--- src/epc_pkg.sv ---
// constants and types shared by the exception pending control block
// Overview of operation
// - read-only identity word with fixed fields
// - variant nibble holds major revision, bits 23:20
// - revision nibble bits 3:0, part number 15:4
// - one identity copy shared by both security states
// - service call and tick bits banked per state, nonmaskable bit shared
// - report active and highest pending exception numbers
// - report whether pre-empted exceptions remain active
// - report whether any interrupt is pending
// - write one to bit 31 pends nonmaskable
// - bit 31 reads nonmaskable pending state
// - write one to bit 30 clears nonmaskable
// - write one to bit 28 pends service call
// - bit 28 reads service call pending state
// - service call pends only by software set
// - write one to bit 27 clears service call
// - write one to bit 26 pends tick
// - bit 26 reads tick pending state
// - write-only tick clear bit removes tick pending
// - pending vector zero when none, honours masks
package epc_pkg;

  // ************************************************************
  // register map and field layout
  // ************************************************************
  localparam int         EPC_ADDR_W     = 8;
  localparam int         EPC_VEC_W      = 9;
  localparam logic [7:0] EPC_OFS_IDENT  = 8'h00;
  localparam logic [7:0] EPC_OFS_CTRL   = 8'h04;
  localparam int         EPC_B_NMI_SET  = 31;
  localparam int         EPC_B_NMI_CLR  = 30;
  localparam int         EPC_B_RSVD     = 29;
  localparam int         EPC_B_SVC_SET  = 28;
  localparam int         EPC_B_SVC_CLR  = 27;
  localparam int         EPC_B_TICK_SET = 26;
  localparam int         EPC_B_TICK_CLR = 25;
  localparam int         EPC_B_ISR_PEND = 22;
  localparam int         EPC_VPEND_LSB  = 12;
  localparam int         EPC_B_RETBASE  = 11;
  localparam int         EPC_VACT_LSB   = 0;
  localparam logic [31:0] EPC_RST_WORD  = 32'h0000_0000;

  // identity fields; all values arbitrary except the constant nibble
  localparam logic [7:0]  EPC_IMPL_DEF    = 8'h5A;
  localparam logic [3:0]  EPC_VARIANT_DEF = 4'h2;
  localparam logic [3:0]  EPC_CONST_NIB   = 4'hF;
  localparam logic [11:0] EPC_PART_DEF    = 12'h5C7;
  localparam logic [3:0]  EPC_REV_DEF     = 4'h3;

  // exception numbers of the system exceptions held here
  localparam logic [8:0] EPC_EXC_NMI  = 9'h002;
  localparam logic [8:0] EPC_EXC_SVC  = 9'h00E;
  localparam logic [8:0] EPC_EXC_TICK = 9'h00F;

  typedef struct packed {
    logic [7:0]  addr;
    logic [31:0] wdata;
    logic        wr;
    logic        rd;
  } epc_bus_req_t;

endpackage

--- src/epc_regs.sv ---
// identity word and exception pending control word with bus slave
`timescale 1ns/100ps
module epc_regs
  import epc_pkg::*;
#(
  parameter logic [7:0]  IMPL_CODE   = EPC_IMPL_DEF,
  parameter logic [3:0]  VARIANT_N   = EPC_VARIANT_DEF,
  parameter logic [11:0] PART_NUMBER = EPC_PART_DEF,
  parameter logic [3:0]  REVISION_M  = EPC_REV_DEF
)
(
  input  wire logic         sys_clk,
  input  wire logic         rst_b,
  input  wire epc_bus_req_t bus_req,
  output logic [31:0]       rd_data,
  input  wire logic         sec_state,
  input  wire logic         nmi_req,
  input  wire logic         tick_event,
  input  wire logic         irq_pending,
  input  wire logic [8:0]   irq_number,
  input  wire logic [7:0]   irq_priority,
  input  wire logic [7:0]   svc_priority,
  input  wire logic [7:0]   tick_priority,
  input  wire logic [7:0]   base_priority_mask,
  input  wire logic         fault_mask_a,
  input  wire logic [8:0]   active_vector_number,
  input  wire logic [7:0]   active_count,
  output logic              nmi_pending,
  output logic [1:0]        svc_pending,
  output logic [1:0]        tick_pending,
  output logic [8:0]        pending_vector_number
);

  // ************************************************************
  // address decode
  // ************************************************************

  logic        wr_ctrl;
  logic        rd_ident;
  logic        rd_ctrl;
  logic [31:0] wd;
  logic [31:0] ident_word;
  logic [31:0] ctrl_word;
  logic [31:0] rd_data_next;
  logic [8:0]  vec_sel;
  logic        svc_any;
  logic        tick_any;

  // writes to the identity word fall through: it is read-only
  assign wr_ctrl  = bus_req.wr && (bus_req.addr == EPC_OFS_CTRL);
  assign rd_ident = bus_req.rd && (bus_req.addr == EPC_OFS_IDENT);
  assign rd_ctrl  = bus_req.rd && (bus_req.addr == EPC_OFS_CTRL);
  assign wd       = bus_req.wdata;

  // ************************************************************
  // identity word
  // ************************************************************

  // one copy only; the security state never selects it
  assign ident_word = {IMPL_CODE, VARIANT_N, EPC_CONST_NIB,
                       PART_NUMBER, REVISION_M};

  // ************************************************************
  // pending flags
  // ************************************************************

  // nonmaskable pending is shared by both states
  epc_pend_flag u_nmi (
    .sys_clk (sys_clk),
    .rst_b   (rst_b),
    .set_sw  (wr_ctrl && wd[EPC_B_NMI_SET]),
    .set_hw  (nmi_req),
    .clr_sw  (wr_ctrl && wd[EPC_B_NMI_CLR]),
    .flag    (nmi_pending)
  );

  // service call and tick bits are banked one per security state;
  // a write only touches the bank of the state that issues it
  genvar gb;
  generate
    for (gb = 0; gb < 2; gb++) begin : g_bank
      logic mine;
      assign mine = wr_ctrl && (sec_state == 1'(gb));

      // no hardware source may pend the service call
      epc_pend_flag u_svc (
        .sys_clk (sys_clk),
        .rst_b   (rst_b),
        .set_sw  (mine && wd[EPC_B_SVC_SET]),
        .set_hw  (1'b0),
        .clr_sw  (mine && wd[EPC_B_SVC_CLR]),
        .flag    (svc_pending[gb])
      );

      // the tick timer event lands in the bank of the current state
      epc_pend_flag u_tick (
        .sys_clk (sys_clk),
        .rst_b   (rst_b),
        .set_sw  (mine && wd[EPC_B_TICK_SET]),
        .set_hw  (tick_event && (sec_state == 1'(gb))),
        .clr_sw  (mine && wd[EPC_B_TICK_CLR]),
        .flag    (tick_pending[gb])
      );
    end
  endgenerate

  // ************************************************************
  // pending vector selection
  // ************************************************************

  assign svc_any  = |svc_pending;
  assign tick_any = |tick_pending;

  epc_vector_sel u_sel (
    .nmi_p      (nmi_pending),
    .svc_p      (svc_any),
    .tick_p     (tick_any),
    .irq_p      (irq_pending),
    .irq_num    (irq_number),
    .svc_prio   (svc_priority),
    .tick_prio  (tick_priority),
    .irq_prio   (irq_priority),
    .base_prio  (base_priority_mask),
    .fault_mask (fault_mask_a),
    .vec        (vec_sel)
  );

  // registered copy for the core; the read path uses the live value
  always_ff @(posedge sys_clk or negedge rst_b) begin
    if (!rst_b) begin
      pending_vector_number <= 9'h000;
    end else begin
      pending_vector_number <= vec_sel;
    end
  end

  // ************************************************************
  // control word read image
  // ************************************************************

  // clear bits and the reserved bit read zero; the tick clear bit
  // has no defined read value, zero is simply the cheapest choice
  always_comb begin
    ctrl_word = EPC_RST_WORD;
    ctrl_word[EPC_B_NMI_SET]  = nmi_pending;
    ctrl_word[EPC_B_RSVD]     = 1'b0;
    ctrl_word[EPC_B_SVC_SET]  = svc_pending[sec_state];
    ctrl_word[EPC_B_TICK_SET] = tick_pending[sec_state];
    ctrl_word[EPC_B_ISR_PEND] = irq_pending;
    ctrl_word[EPC_VPEND_LSB +: EPC_VEC_W] = vec_sel;
    ctrl_word[EPC_B_RETBASE]  = (active_count <= 8'h01);
    ctrl_word[EPC_VACT_LSB +: EPC_VEC_W] = active_vector_number;
  end

  // ************************************************************
  // read data
  // ************************************************************

  // unmapped reads and idle cycles give zero
  always_comb begin
    rd_data_next = EPC_RST_WORD;
    if (rd_ident) begin
      rd_data_next = ident_word;
    end else if (rd_ctrl) begin
      rd_data_next = ctrl_word;
    end
  end

  always_ff @(posedge sys_clk or negedge rst_b) begin
    if (!rst_b) begin
      rd_data <= EPC_RST_WORD;
    end else begin
      rd_data <= rd_data_next;
    end
  end

  // helper for the shared identity check: the first identity read after
  // reset is kept, and every later one, from either state, must match it
  logic        ident_rd_d_reg;
  logic        ident_seen_reg;
  logic [31:0] ident_first_reg;

  always_ff @(posedge sys_clk or negedge rst_b) begin
    if (!rst_b) begin
      ident_rd_d_reg <= 1'b0;
    end else begin
      ident_rd_d_reg <= rd_ident;
    end
  end

  // only the first read is captured, so a later wrong word cannot hide
  always_ff @(posedge sys_clk or negedge rst_b) begin
    if (!rst_b) begin
      ident_seen_reg  <= 1'b0;
      ident_first_reg <= 32'h0000_0000;
    end else if (ident_rd_d_reg && !ident_seen_reg) begin
      ident_seen_reg  <= 1'b1;
      ident_first_reg <= rd_data;
    end
  end
endmodule

--- src/epc_pend_flag.sv ---
// one pending flag with set and clear inputs
`timescale 1ns/100ps
module epc_pend_flag
  import epc_pkg::*;
(
  input  wire logic sys_clk,
  input  wire logic rst_b,
  input  wire logic set_sw,
  input  wire logic set_hw,
  input  wire logic clr_sw,
  output logic      flag
);

  // set wins over clear so an event in the clear cycle is kept
  always_ff @(posedge sys_clk or negedge rst_b) begin
    if (!rst_b) begin
      flag <= 1'b0;
    end else if (set_sw || set_hw) begin
      flag <= 1'b1;
    end else if (clr_sw) begin
      flag <= 1'b0;
    end
  end

endmodule

--- src/epc_vector_sel.sv ---
// picks the highest priority pending enabled exception
`timescale 1ns/100ps
module epc_vector_sel
  import epc_pkg::*;
(
  input  wire logic       nmi_p,
  input  wire logic       svc_p,
  input  wire logic       tick_p,
  input  wire logic       irq_p,
  input  wire logic [8:0] irq_num,
  input  wire logic [7:0] svc_prio,
  input  wire logic [7:0] tick_prio,
  input  wire logic [7:0] irq_prio,
  input  wire logic [7:0] base_prio,
  input  wire logic       fault_mask,
  output logic [8:0]      vec
);

  // lower value is higher priority; ties go to the lower number
  function automatic logic allowed(input logic [7:0] p);
    allowed = !fault_mask && ((base_prio == 8'h00) || (p < base_prio));
  endfunction

  // primary masking deliberately has no effect on this choice
  always_comb begin
    logic [7:0] best;
    logic       found;
    best  = 8'hFF;
    found = 1'b0;
    vec   = 9'h000;
    if (nmi_p) begin
      vec   = EPC_EXC_NMI;
      found = 1'b1;
    end
    if (!found && svc_p && allowed(svc_prio)) begin
      vec   = EPC_EXC_SVC;
      best  = svc_prio;
      found = 1'b1;
    end
    if (!nmi_p && tick_p && allowed(tick_prio) && (!found || tick_prio < best)) begin
      vec   = EPC_EXC_TICK;
      best  = tick_prio;
      found = 1'b1;
    end
    if (!nmi_p && irq_p && allowed(irq_prio) && (!found || irq_prio < best)) begin
      vec   = irq_num;
    end
  end

endmodule

--- config.mk ---
export PLATFORM = sky130hd
export DESIGN_NAME = epc_regs
export DESIGN_NICKNAME = d
export VERILOG_FILES = /design/src/epc_pkg.sv /design/src/epc_regs.sv /design/src/epc_pend_flag.sv /design/src/epc_vector_sel.sv
export SDC_FILE = /design/constraint.sdc
export NUM_CORES = 1
export LEC_CHECK = 0
export BUFFER_PORTS_ARGS = -buffer_cell sky130_fd_sc_hd__buf_2
export CORE_ASPECT_RATIO = 0.8
export CORE_MARGIN = 5
export CORE_UTILIZATION = 30
export DETAILED_ROUTE_END_ITERATION = 10
export PLACE_DENSITY = 0.71
export REMOVE_ABC_BUFFERS = 1
export SETUP_SLACK_MARGIN = 0.5
export SKIP_CTS_REPAIR_TIMING = 1
export SLEW_MARGIN = 20
export SYNTH_ARGS = -nofsm -noshare
export SYNTH_HDL_FRONTEND = slang
export SYNTH_HIERARCHICAL = 1
export SYNTH_SLANG_ARGS = --single-unit
--- constraint.sdc ---
create_clock -name sys_clk -period 10 [get_ports sys_clk]
set_clock_uncertainty 0.1 [all_clocks]
set_input_delay 3 -clock sys_clk [delete_from_list [all_inputs] [get_ports sys_clk]]
set_output_delay 3 -clock sys_clk [all_outputs]
set_load 0.1 [all_outputs]
==> metrics.cfg <==
[outcome]
outcome = finished, final reports clean

[timing]
period_needed_ps = 8280
slew_viol_final = 0
worstMarginPinSlew_ps = 987
slew_headroom_pct = 33.8
rsz0062_at_grt = false
setup_violations = 0
fmax_mhz = 121
setup_tns_ps = 0
fin_crit_sh_pct = 82.8
hold_violations = 0

[pwr]
p_leak_nw = 1.89
clkPwrFrac_pct = 33.3
seq_power_share_pct = 48.1
p_comb_share_pct = 18.6
p_switching_w = 0.0000870
irDropWorstVdd_v = 0.0000499
switching_share_pct = 27.2
power_density_nw_per_um2 = 95.1
intPower_w = 0.000233

[critical_path]
crit_fanout = 15
worst-endpoint-arrival_ps = 8330
worstPathRequired_ps = 10050
cpPeakStageDelay_ps = 760
slowest_stage = o21ai_1
critPathBufInv = 3
cp_cell_sequence = buf_2, inv_1, ha_1, a21o_1, a21oi_1, a2bb2o_2, nor2_2, nor2_1, ha_1, a21o_1, a21oi_1, nor2b_1, nor3_1, o31a_1, o21ai_1, o21ai_0, ha_1, a2111oi_0, a41oi_2, a21oi_4, mux2_4, inv_1, a21oi_1
end_kind = flop
worst_setup_path_start_kind = input port
worstSetupPathType = input port to flop
crit_family = compound AO/OA/AOI/OAI gates

[synth]
syn_avg_cell_area_um2 = 9.33
postSynthCellCount = 278
yosysWarnings = 6
synth_edf_count = 0
synth-main-ff-cell = dfrtp_1
yosysUniqueCellTypes = 47
synth-seq-cells = 38
synth_area_um2 = 2590
seq_area_frac_synth_pct = 36.7
async_flop_share_pct = 100

[clock_tree]
cts_buffers = 5
cts.sinks = 38
clkSlewWorstSetupHoldPaths_ps = 70
clock_path_buffers = 2
clockRootBuffer = clkbuf_8
insertion_delay_ps = 280
htreeDepth = 2
cts_tree = yes

[floorplan]
start_util_pct = 30.7
rows = 30
coreArea_um2 = 8450
die_y_um = 93.1
die-width_um = 114
die_area_um2 = 10600
ios = 153

[route]
wirelength_um = 7440
drt_pass1_iterations = 4
ant_nets = 0
via_per_inst = 4.66
wl_per_cell_um = 14.6
drt_iter0_drc = 124
remaining_drc_errors = 0
vias = 2381

[global_routing]
grt_overflow_total = 0
grt_pass1_wl_um = 12000
globalRouteTotalUtil_pct = 14.0
grt_max_degree = 39
antenna_found_initial = 0
grt_pass1_vias = 2497

[place]
place_area_um2 = 3270
gp_congestion = 0.873
hpwl_um = 6210
port_buffers = 121

[run]
maxCapViolations = 0

[final_layout]
layout_common_cells = buf_2 (121), dfrtp_1 (38), ha_1 (35)
nets = 540
drive_gt1_share_pct = 36.1
mostFrequentLayoutCell = buf_2
fin_area_um2 = 3360
diodes = 0
area_growth_pct = 29.7

[hold_path]
hp-class = flop to flop

-- kinds of logic (layout without fill, tap and decap cells) --
logic type	Yosys count	count (layout)	share of synthesized area [%]
other cells	1	6	0.145
mux	5	5	2.32
simple gates	91	91	19.0
buf+inv	39	155	7.09
fa+ha+maj	35	35	16.9
compound gates	69	69	17.9
flops	38	38	36.7
-- final timing paths --
kind / start / endpoint / slack [ps] / cells past startpoint
setup / recovery: base_priority_mask[6] / rd_data[14] / 1720 / 23
hold / removal: g_bank[1].u_svc/flag / g_bank[1].u_svc/flag / 470 / 2
setup reg to reg: g_bank[0].u_svc/flag / rd_data[14] / 4140 / 21
hold reg to reg: g_bank[1].u_svc/flag / g_bank[1].u_svc/flag / 470 / 2
max in group asynchronous: rst_b / pending_vector_number[1] / 6550 / 1
min in group asynchronous: rst_b / rd_data[4] / 2720 / 1
-- per-layer routing --
layer / up-vias / wire length (um) / track usage (%)
li1: 1200 / - / -
met1: 1090 / 3250 / 18.4
met2: 87 / 3700 / 23.9
met3: 4 / 466 / 3.17
met4: 0 / 23 / 2.08
met5: - / 0 / 0
-- final cells by class --
class | count | area, um^2
sequential | 38 | 951
clock inverter | 1 | 5.00
clock buffer | 7 | 86.3
multi-input combinational | 206 | 1480
timing repair buffer | 121 | 606
inverter | 26 | 97.6
fill | 884 | 5080
tap | 112 | 140
-- synthesized netlist by cell type (all sizes together), types with 3 or more instances --
library cell	n	area share, %
nor2	27	4.0
nand2b	3	0.72
nand3	4	0.97
o21a	4	1.2
and2	16	3.9
nor4	4	1.5
nand2	16	2.3
inv	26	3.8
ha	35	17
clkbuf	3	0.43
nor3	4	0.97
and4	3	1.0
o21ai	21	4.1
nor2b	4	0.97
buf	10	2.9
a2111oi	3	1.5
a21oi	23	5.0
dfrtp	38	37
a21o	7	2.0
nand4	3	0.72
mux2i	3	1.2
or2	3	0.72
-- state kept, by name, indices dropped and copies added (netlist names) --
| name | cells |
|---|---|
| g_bank.u_tick/flag | 2 |
| g_bank.u_svc/flag | 2 |
| rd_data | 24 |
| u_nmi/flag | 1 |
| pending_vector_number | 9 |
-- metrics by stage --
step	util [%]	worst slack (ps)	std cells	power, W	hold slack, ps
after floorplan	-	2490	270	0.000186	884
final	39.8	1720	511	0.000320	467
after global routing	39.8	1240	511	0.000339	516
after global placement	38.7	1620	503	0.000214	454
after CTS	39.8	1810	511	0.000324	464
after detailed placement	38.7	1520	503	0.000216	453
-- power groups by stage --
stage	combinational, W	clock [W]	sequential, W
final	0.0000594	0.000107	0.000154
after global placement	0.0000568	0	0.000157
after global routing	0.0000665	0.000119	0.000154
after detailed placement	0.0000591	0	0.000157
after CTS	0.0000594	0.000111	0.000154
after floorplan	0.0000273	0	0.000159
-- tightest hold or removal path, stage by stage (launching register included) --
cell and delay, ps:
dfrtp_1 410, inv_1 60, o21ai_1 60
No activity file was read; power rests on OpenSTA's default activity.
